## config.mk

```make
export PLATFORM = sky130hd
export DESIGN_NAME = power_mode_wakeup_control
export DESIGN_NICKNAME = d
export VERILOG_FILES = /design/src/logic/power_mode_pkg.sv /design/src/logic/wake_event_sync.sv /design/src/logic/power_mode_wakeup_control.sv
export SDC_FILE = /design/constraint.sdc
export NUM_CORES = 1
export LEC_CHECK = 0
export BUFFER_PORTS_ARGS = -buffer_cell sky130_fd_sc_hd__buf_2
export CAP_MARGIN = 20
export CORE_UTILIZATION = 35
export CTS_CLUSTER_DIAMETER = 150
export CTS_CLUSTER_SIZE = 40
export DETAILED_ROUTE_END_ITERATION = 6
export MAX_ROUTING_LAYER = met4
export PLACE_DENSITY = 0.54
export SYNTH_ARGS = -nofsm -noshare
export SYNTH_HDL_FRONTEND = slang
export SYNTH_SLANG_ARGS = --single-unit
export TNS_END_PERCENT = 5
```

## constraint.sdc

```tcl
create_clock -name clk -period 4.7 [get_ports clk]
set_input_delay 1.41 -clock clk [delete_from_list [all_inputs] [get_ports clk]]
set_output_delay 1.41 -clock clk [all_outputs]
set_load 0.05 [all_outputs]
```

## src/logic/power_mode_pkg.sv

```systemverilog
/*
  Constants for the power mode and wake-up control block: special function
  register addresses and pages, field positions, reset values, flag indices,
  mode states and timing figures.
  Assumes a single 100 MHz system clock that keeps running for this block.
*/
package power_mode_pkg;

  // Special function register addresses and pages.
  localparam logic [7:0] ADDR_POWER_CONTROL     = 8'h87;
  localparam logic [7:0] ADDR_POWER_CONFIG_WAKE = 8'hB5;
  localparam logic [7:0] ADDR_WAKE_FLAG_EXTRA   = 8'hCE;
  localparam logic [7:0] ADDR_MODE_OPTIONS      = 8'hCE;
  localparam logic [3:0] PAGE_PMU               = 4'h0;
  localparam logic [3:0] PAGE_MODE              = 4'hF;

  // Configuration register fields.
  localparam int CFG_SLEEP_BIT   = 7;
  localparam int CFG_SUSPEND_BIT = 6;
  localparam int CFG_CLEAR_BIT   = 5;
  localparam int CFG_RSTWAKE_BIT = 4;

  // Mode option register fields.
  localparam int MODE_RTC_OE_BIT  = 7;
  localparam int MODE_WAKE_OE_BIT = 6;
  localparam int MODE_SUPPLY_MONITOR_DISABLE_BIT  = 5;

  // Power control register fields.
  localparam int POWER_CONTROL_GF_MSB    = 7;
  localparam int POWER_CONTROL_GF_LSB    = 2;
  localparam int POWER_CONTROL_STOP_BIT  = 1;
  localparam int POWER_CONTROL_IDLE_BIT  = 0;
  localparam int GF_WIDTH       = 6;

  // Wake-up flag indices; the low five match configuration register bits.
  localparam int WAKE_COUNT     = 6;
  localparam int FLAG_COMP      = 0;
  localparam int FLAG_PORT      = 1;
  localparam int FLAG_ALARM     = 2;
  localparam int FLAG_OSCFAIL   = 3;
  localparam int FLAG_RSTPIN    = 4;
  localparam int FLAG_CAPSENSE  = 5;
  localparam int CFG_EN_WIDTH   = 4;

  // Reset values.
  localparam logic [7:0] RESET_BYTE = 8'h00;
  localparam logic [WAKE_COUNT-1:0] FLAGS_RESET = 6'h00;

  // Timing: flags read zero for two clocks after a suspend wake.
  localparam int CLK_PERIOD_NS      = 10;
  localparam int FLAG_HOLD_CYCLES   = 2;
  localparam int WAKE_LOW_NS        = 100;
  localparam int WAKE_LOW_CYCLES    = (WAKE_LOW_NS / CLK_PERIOD_NS < 1) ? 1
                                      : WAKE_LOW_NS / CLK_PERIOD_NS;
  localparam int COUNT_WIDTH        = 4;

  // Power states, Gray coded along active, idle, stop, suspend, sleep, wake.
  typedef enum logic [2:0] {
    ST_ACTIVE  = 3'b000,
    ST_IDLE    = 3'b001,
    ST_STOP    = 3'b011,
    ST_SUSPEND = 3'b010,
    ST_SLEEP   = 3'b110,
    ST_WAKE    = 3'b111
  } power_state_e;

endpackage

```

## src/logic/wake_event_sync.sv

```systemverilog
/*
  Synchroniser bank for the asynchronous wake-up event lines.
  Each line passes two flip-flops, then a third stage gives a one-cycle
  pulse on the rising edge. Inputs come from other clock domains.
*/
`timescale 1ns/1ps
module wake_event_sync #(
  parameter int WIDTH = 1
) (
  // Clock and reset.
  input  wire logic             clk,
  input  wire logic             reset,
  // Asynchronous levels in, synchronous edge pulses and levels out.
  input  wire logic [WIDTH-1:0] eventAsync,
  output logic      [WIDTH-1:0] eventPulse,
  output logic      [WIDTH-1:0] eventLevel
);

  // One synchroniser and edge detector per line.
  genvar i;
  generate
    for (i = 0; i < WIDTH; i++) begin : g_line
      logic meta_reg;
      logic sync_reg;
      logic last_reg;
      always_ff @(posedge clk or posedge reset) begin
        if (reset) begin
          meta_reg <= 1'b0;
          sync_reg <= 1'b0;
          last_reg <= 1'b0;
        end else begin
          meta_reg <= eventAsync[i];
          sync_reg <= meta_reg;
          last_reg <= sync_reg;
        end
      end
      assign eventPulse[i] = sync_reg & ~last_reg;
      assign eventLevel[i] = sync_reg;
    end
  endgenerate

endmodule

```

## src/logic/power_mode_wakeup_control.sv

```systemverilog
/*
  Power mode and wake-up control: special function registers for sleep,
  suspend, stop and idle selection, wake-up enables and flags, mode options
  and general purpose flags, plus the power state sequencer.
  Assumes the register port runs on clk, which stays alive in all modes;
  the oscillators, regulator and wake-up peripherals are outside.
*/
// Functional notes
// - Writing sleep bit enters sleep state
// - Writing suspend bit enters suspend state
// - Clear bit clears every wake-up flag
// - Reset pin glitch flag, read only
// - Bit 2 enables alarm wake, reads flag
// - Bit 1 enables port match wake, reads flag
// - Bit 0 enables comparator wake, reads flag
// - Extra flag register bit 0 capacitive sense
// - Set flags block sleep, suspend, oscillator off
// - Flags read zero two clocks after suspend
// - Mode bit 7 enables buffered clock output
// - Mode bit 6 enables wake-request output
// - Mode bit 5 disables supply monitor
// - Mode bits 4:0 read zero
// - Control bits 7:2 general purpose storage
// - Control bit 1 enters stop mode
// - Control bit 0 enters idle mode
// - Leaving sleep drives wake request low
// - Reset with monitor off forces full reset
// - Stop ends only through reset
// - Suspend gates clock until enabled wake
`timescale 1ns/1ps
module power_mode_wakeup_control (
  // Clock and reset.
  input  wire logic                                  clk,
  input  wire logic                                  reset,
  // Special function register port.
  input  wire logic                                  sfrWrite,
  input  wire logic                                  sfrRead,
  input  wire logic [7:0]                            sfrAddr,
  input  wire logic [3:0]                            sfrPage,
  input  wire logic [7:0]                            sfrWdata,
  output logic      [7:0]                            sfrRdata,
  // Asynchronous wake-up event lines and the reset source.
  input  wire logic                                  rtcOscFail,
  input  wire logic                                  rtcAlarm,
  input  wire logic                                  portMatch,
  input  wire logic                                  comparatorRise,
  input  wire logic                                  capSenseEvent,
  input  wire logic                                  resetPinGlitch,
  input  wire logic                                  resetSourceActive,
  // Same-domain request from the interrupt controller.
  input  wire logic                                  interruptPending,
  // Power control outputs.
  output power_mode_pkg::power_state_e               powerState,
  output logic                                       cpuHalt,
  output logic                                       precisionOscStop,
  output logic                                       sysClockGate,
  output logic                                       regulatorOff,
  output logic                                       lowPowerOscKeepOn,
  output logic                                       rtcPinEnable,
  output logic                                       wakePinEnable,
  output logic                                       wakeRequestN,
  output logic                                       supplyMonitorDisable,
  output logic                                       fullPorRequest
);
  import power_mode_pkg::*;

  // Synchronised event pulses and the reset source level.
  logic [WAKE_COUNT-1:0] evtPulse;
  logic                  rstSrcLevel;

  wake_event_sync #(.WIDTH(WAKE_COUNT)) u_evt_sync (
    .clk        (clk),
    .reset      (reset),
    .eventAsync ({capSenseEvent, resetPinGlitch, rtcOscFail, rtcAlarm,
                  portMatch, comparatorRise}),
    .eventPulse (evtPulse),
    .eventLevel ()
  );

  wake_event_sync #(.WIDTH(1)) u_rst_sync (
    .clk        (clk),
    .reset      (reset),
    .eventAsync (resetSourceActive),
    .eventPulse (),
    .eventLevel (rstSrcLevel)
  );

  // Register state and next values.
  power_state_e                 state_reg, state_next;
  logic [WAKE_COUNT-1:0]        flags_reg, flags_next;
  logic [CFG_EN_WIDTH-1:0]      enable_reg, enable_next;
  logic                         capEnable_reg, capEnable_next;
  logic [GF_WIDTH-1:0]          gpFlags_reg, gpFlags_next;
  logic                         rtc_buffered_output_enable_reg, rtc_buffered_output_enable_next;
  logic                         wake_request_output_enable_reg, wake_request_output_enable_next;
  logic                         supply_monitor_disable_reg, supply_monitor_disable_next;
  logic [COUNT_WIDTH-1:0]       hold_reg, hold_next;
  logic [COUNT_WIDTH-1:0]       wakeLow_reg, wakeLow_next;
  logic [7:0]                   rdata_reg, rdata_next;
  logic                         porReq_reg, porReq_next;
  logic                         keepOn_reg, keepOn_next;

  // Address decode for the four registers.
  logic selPcon;
  logic selCfg;
  logic selFlag;
  logic selMode;
  always_comb begin
    selPcon = 1'b0;
    selCfg  = 1'b0;
    selFlag = 1'b0;
    selMode = 1'b0;
    if (sfrAddr == ADDR_POWER_CONTROL) begin
      selPcon = 1'b1;
    end else if (sfrAddr == ADDR_POWER_CONFIG_WAKE && sfrPage == PAGE_PMU) begin
      selCfg = 1'b1;
    end else if (sfrAddr == ADDR_WAKE_FLAG_EXTRA && sfrPage == PAGE_PMU) begin
      selFlag = 1'b1;
    end else if (sfrAddr == ADDR_MODE_OPTIONS && sfrPage == PAGE_MODE) begin
      selMode = 1'b1;
    end
  end

  // Effective enables; the reset pin always wakes, capacitive sense only
  // from suspend because that peripheral is unpowered in sleep.
  logic [WAKE_COUNT-1:0] wakeMask;
  logic                  cfgWr;
  logic                  clearReq;
  always_comb begin
    wakeMask                = {capEnable_reg, 1'b1, enable_reg};
    cfgWr                   = sfrWrite && selCfg;
    clearReq                = cfgWr && sfrWdata[CFG_CLEAR_BIT];
  end

  // Wake-up flags and enables; a new event wins over a clear.
  always_comb begin
    flags_next     = flags_reg;
    enable_next    = enable_reg;
    capEnable_next = capEnable_reg;
    if (clearReq) begin
      flags_next = FLAGS_RESET;
    end
    flags_next = flags_next | evtPulse;
    if (cfgWr) begin
      enable_next = sfrWdata[CFG_EN_WIDTH-1:0];
    end
    if (sfrWrite && selFlag) begin
      capEnable_next = sfrWdata[0];
    end
    keepOn_next = |flags_next;
  end

  // General purpose flags and mode options.
  always_comb begin
    gpFlags_next = gpFlags_reg;
    rtc_buffered_output_enable_next   = rtc_buffered_output_enable_reg;
    wake_request_output_enable_next  = wake_request_output_enable_reg;
    supply_monitor_disable_next  = supply_monitor_disable_reg;
    if (sfrWrite && selPcon) begin
      gpFlags_next = sfrWdata[POWER_CONTROL_GF_MSB:POWER_CONTROL_GF_LSB];
    end
    if (sfrWrite && selMode) begin
      rtc_buffered_output_enable_next  = sfrWdata[MODE_RTC_OE_BIT];
      wake_request_output_enable_next = sfrWdata[MODE_WAKE_OE_BIT];
      supply_monitor_disable_next = sfrWdata[MODE_SUPPLY_MONITOR_DISABLE_BIT];
    end
    porReq_next = supply_monitor_disable_reg && rstSrcLevel;
  end

  // Power state sequencer.
  always_comb begin
    state_next   = state_reg;
    hold_next    = (hold_reg != '0) ? hold_reg - 1'b1 : hold_reg;
    wakeLow_next = (wakeLow_reg != '0) ? wakeLow_reg - 1'b1 : wakeLow_reg;
    case (state_reg)
      ST_ACTIVE: begin
        if (cfgWr && sfrWdata[CFG_SLEEP_BIT] && !keepOn_reg) begin
          state_next = ST_SLEEP;
        end else if (cfgWr && sfrWdata[CFG_SUSPEND_BIT] && !keepOn_reg) begin
          state_next = ST_SUSPEND;
        end else if (sfrWrite && selPcon && sfrWdata[POWER_CONTROL_STOP_BIT]) begin
          state_next = ST_STOP;
        end else if (sfrWrite && selPcon && sfrWdata[POWER_CONTROL_IDLE_BIT]) begin
          state_next = ST_IDLE;
        end
      end
      ST_IDLE: begin
        if (interruptPending) begin
          state_next = ST_ACTIVE;
        end
      end
      ST_STOP: begin
        state_next = ST_STOP;
      end
      ST_SUSPEND: begin
        if (|(evtPulse & wakeMask)) begin
          state_next = ST_WAKE;
          hold_next  = COUNT_WIDTH'(FLAG_HOLD_CYCLES);
        end
      end
      ST_SLEEP: begin
        if (|(evtPulse & wakeMask & ~(WAKE_COUNT'(1) << FLAG_CAPSENSE))) begin
          state_next   = ST_ACTIVE;
          wakeLow_next = COUNT_WIDTH'(WAKE_LOW_CYCLES);
        end
      end
      ST_WAKE: begin
        if (hold_reg == COUNT_WIDTH'(1)) begin
          state_next = ST_ACTIVE;
        end
      end
      default: begin
        state_next = ST_ACTIVE;
      end
    endcase
  end

  // Read data: flags masked during the post-suspend window.
  logic [WAKE_COUNT-1:0] flagsVisible;
  always_comb begin
    flagsVisible = (hold_reg != '0) ? FLAGS_RESET : flags_reg;
    rdata_next   = rdata_reg;
    if (sfrRead) begin
      rdata_next = RESET_BYTE;
      if (selPcon) begin
        rdata_next[POWER_CONTROL_GF_MSB:POWER_CONTROL_GF_LSB] = gpFlags_reg;
      end else if (selCfg) begin
        rdata_next[CFG_RSTWAKE_BIT:0] = flagsVisible[FLAG_RSTPIN:0];
      end else if (selFlag) begin
        rdata_next[0] = flagsVisible[FLAG_CAPSENSE];
      end else if (selMode) begin
        rdata_next[MODE_RTC_OE_BIT]  = rtc_buffered_output_enable_reg;
        rdata_next[MODE_WAKE_OE_BIT] = wake_request_output_enable_reg;
        rdata_next[MODE_SUPPLY_MONITOR_DISABLE_BIT]  = supply_monitor_disable_reg;
      end
    end
  end

  // All register updates except the decoded power controls.
  always_ff @(posedge clk or posedge reset) begin
    if (reset) begin
      state_reg     <= ST_ACTIVE;
      flags_reg     <= FLAGS_RESET;
      enable_reg    <= '0;
      capEnable_reg <= 1'b0;
      gpFlags_reg   <= '0;
      rtc_buffered_output_enable_reg     <= 1'b0;
      wake_request_output_enable_reg    <= 1'b0;
      supply_monitor_disable_reg    <= 1'b0;
      hold_reg      <= '0;
      wakeLow_reg   <= '0;
      rdata_reg     <= RESET_BYTE;
      porReq_reg    <= 1'b0;
      keepOn_reg    <= 1'b0;
    end else begin
      state_reg     <= state_next;
      flags_reg     <= flags_next;
      enable_reg    <= enable_next;
      capEnable_reg <= capEnable_next;
      gpFlags_reg   <= gpFlags_next;
      rtc_buffered_output_enable_reg     <= rtc_buffered_output_enable_next;
      wake_request_output_enable_reg    <= wake_request_output_enable_next;
      supply_monitor_disable_reg    <= supply_monitor_disable_next;
      hold_reg      <= hold_next;
      wakeLow_reg   <= wakeLow_next;
      rdata_reg     <= rdata_next;
      porReq_reg    <= porReq_next;
      keepOn_reg    <= keepOn_next;
    end
  end

  // Decoded power controls, registered so every output is a flop.
  logic cpuHalt_reg;
  logic precStop_reg;
  logic clkGate_reg;
  logic regOff_reg;
  logic wakeN_reg;
  always_ff @(posedge clk or posedge reset) begin
    if (reset) begin
      cpuHalt_reg  <= 1'b0;
      precStop_reg <= 1'b0;
      clkGate_reg  <= 1'b0;
      regOff_reg   <= 1'b0;
      wakeN_reg    <= 1'b1;
    end else begin
      cpuHalt_reg  <= state_next != ST_ACTIVE;
      precStop_reg <= state_next == ST_STOP;
      clkGate_reg  <= state_next == ST_SUSPEND;
      regOff_reg   <= state_next == ST_SLEEP;
      wakeN_reg    <= !(wake_request_output_enable_next && wakeLow_next != '0);
    end
  end

  // Output wiring.
  assign sfrRdata             = rdata_reg;
  assign powerState           = state_reg;
  assign cpuHalt              = cpuHalt_reg;
  assign precisionOscStop     = precStop_reg;
  assign sysClockGate         = clkGate_reg;
  assign regulatorOff         = regOff_reg;
  assign lowPowerOscKeepOn    = keepOn_reg;
  assign rtcPinEnable         = rtc_buffered_output_enable_reg;
  assign wakePinEnable        = wake_request_output_enable_reg;
  assign wakeRequestN         = wakeN_reg;
  assign supplyMonitorDisable = supply_monitor_disable_reg;
  assign fullPorRequest       = porReq_reg;

endmodule

```

==> flow_summary.json <==
{
  "yosysUniqueCellTypes": 51,
  "num_vias": 1860,
  "grt-ovfl-total": 0,
  "cts_setup_buffers": 0,
  "drc": 0,
  "drv_slew": 0,
  "synth_area_leaders": "dfrtp_1, mux2_2, nor2_1",
  "fin_setup_tns_ns": 0,
  "drtPass1Iterations": 4,
  "htree_levels": 3,
  "io_buffers": 52,
  "peakVddDrop_mv": 0.146,
  "vias_per_cell": 4.84,
  "fin_ws_ns": 1.82,
  "syn_inst": 220,
  "slowest_delay_ns": 0.57,
  "p_leak_nw": 1.55,
  "avgRoutedWirePerCell_microns": 13.8,
  "worst_setup_path_start_kind": "input port",
  "period_share_pct": 61.3,
  "place.gp.congestion": 0.843,
  "drv_cap": 0,
  "multi_input_area_sq_um": 948,
  "grt_pass1_wl_mm": 8.48,
  "yosys.area.top_type_share_pct": 60.8,
  "core-area_sq_um": 7330,
  "hold_path_depth": 0,
  "clk_path_buf_depth": 2,
  "hp-start": "u_evt_sync.g_line[1].meta_reg$_DFF_PP0_",
  "rsz0062_at_grt": "no",
  "required_ns": 4.90,
  "path_cells": "buf_2, nor4_1, and4_1, nand2_1, o31ai_1, o2111ai_1",
  "synthFlopType": "dfrtp_1",
  "finalClockSkew_ns": 0.0114,
  "n_antenna_cell": 0,
  "critPathArrivalTime_ns": 3.08,
  "cp-startpoint": "sfrPage[0]",
  "critPathSlowestCell": "nor4_1",
  "drive_above_1_share_pct": 32.6,
  "finalCriticalPeriod_ns": 2.88,
  "fillers": 699,
  "dieArea_sq_um": 8000,
  "final_common_cell": "dfrtp_1",
  "worst-path-buf-inv": 1,
  "mostFrequentLayoutCells": "dfrtp_1, buf_2, nor2_1",
  "worst_r2r_startpoint": "hold_reg[0]$_DFF_PP0_",
  "io_pins": 53,
  "avgSynthCellArea_sq_um": 12.2,
  "max_freq_mhz": 347,
  "die_y_microns": 89.4,
  "critPathKind": "in2reg",
  "min_path_type": "reg2reg",
  "cp_max_fo": 7,
  "cts_tree": "built",
  "synth_largest_area_cell": "dfrtp_1",
  "antenna_found_initial": 0,
  "synth_nets": 255,
  "hold_viol_final": 0,
  "clk_pin_slew_ns": 0.07,
  "ff2ff_path_depth": 7,
  "synth_area_sq_um": 2680,
  "synthArstFlopShare_pct": 100,
  "initial_core_util_pct": 36.5,
  "largest_reg_flops": 8,
  "hold_buffers": 0,
  "detailedPlace.worstSlack_ns": 1.52,
  "setup_viol": 0,
  "synth_edf_count": 0,
  "cts_buffers": 9,
  "p_per_area_nw_per_um2": 349,
  "die_x_microns": 89.4,
  "rows": 31,
  "ctsRootBufferMaster": "clkbuf_8",
  "yosysSeqAreaShare_pct": 61.8,
  "grt_start_max_net_pins": 50,
  "nNetsFinal": 315,
  "crit_family": "simple AND/OR/NAND/NOR gates",
  "tightest_slew_ns": 0.822,
  "drt-initial-drc-count": 107,
  "grt_pass1_vias": 1729,
  "grtUsageTotal_pct": 15.2,
  "cts_resized": 0,
  "insertion_delay_ns": 0.34,
  "max_slew_margin_pct": 44.8,
  "dpl.hpwl_mm": 3.88,
  "yosys_register_bits": 66,
  "syn2layout_area_growth_pct": 21.3,
  "end_kind": "flip-flop",
  "status": "finished, final reports clean",
  "cts.sinks": 66,
  "ant_nets": 0,
  "cp_num_cells": 6,
  "synth_warnings": 0,
  "drt_wl_total_mm": 5.31,
  "regArea_sq_um": 1650
}
path summary, 6_finish.rpt:
path                                                            to  slack (ns)
min                        u_evt_sync.g_line[1].sync_reg$_DFF_PP0_        0.35
max in group asynchronous                  sfrRdata[6]$_DFFE_PP0P_        2.73
min reg2reg                u_evt_sync.g_line[1].sync_reg$_DFF_PP0_        0.35
max                                    lowPowerOscKeepOn$_DFF_PP0_        1.82
min in group asynchronous  u_evt_sync.g_line[4].meta_reg$_DFF_PP0_        1.03
max reg2reg                                sfrRdata[3]$_DFFE_PP0P_        2.68
power by group:
| part | internal (mW) | switching [mW] |
|---|---|---|
| Sequential | 0.583 | 0.00627 |
| Combinational | 0.0203 | 0.0423 |
| Clock | 0.259 | 0.223 |
through the flow:
step	hold WS [ns]	power, mW	std cells	utilization, %	cell area [sq um]
after floorplan	0.331	0.635	220	-	2680
after global placement	0.332	0.663	368	41.5	3040
after detailed placement	0.335	0.664	368	41.5	3040
after CTS	0.350	1.15	384	44.3	3250
after global routing	0.356	1.18	384	44.3	3250
final	0.349	1.13	384	44.3	3250
layer usage:
metal  part of all wire, %  track usage [%]
met1                    47             19.9
met2                    46             22.2
met3                   5.2             3.42
met4                   1.8             7.36
met5                     0                -
cell usage after synthesis, types with 2 or more instances:
cell type	instances
a21oi_1	9
inv_1	13
nor3b_1	2
and2_1	2
a41oi_1	2
nor4_1	2
nand2_1	13
clkbuf_1	2
nand2b_1	5
xnor2_1	2
o21ai_0	3
a211o_1	2
nand3b_1	4
dfrtp_1	65
nand3_1	5
or3_1	2
nor3_1	8
mux2_2	14
o31ai_1	2
nor2_1	17
a21o_1	4
a22oi_1	7
nor2b_1	5
ha_1	3
area by class of cell:
class	instances	share of cell area [%]
flip-flops and latches	66	50.9
repair buffers	53	8.25
inverters	13	1.50
well taps	99	3.82
multi-input cells	137	29.2
clock buffers	10	4.24
clock inverters	6	2.04
logic make-up after synthesis:
kind of cell               Yosys count  synth area share [%]
muxes                               14                  5.89
adders and majority gates            3                  1.40
DFF                                 66                  61.8
xor gates and xnor gates             2                 0.655
AOI/OAI and AO/OA                   40                  11.2
buffers and inverters               17                  2.81
and+or+nand+nor                     78                  16.3
(Power assumes the default switching activity.)
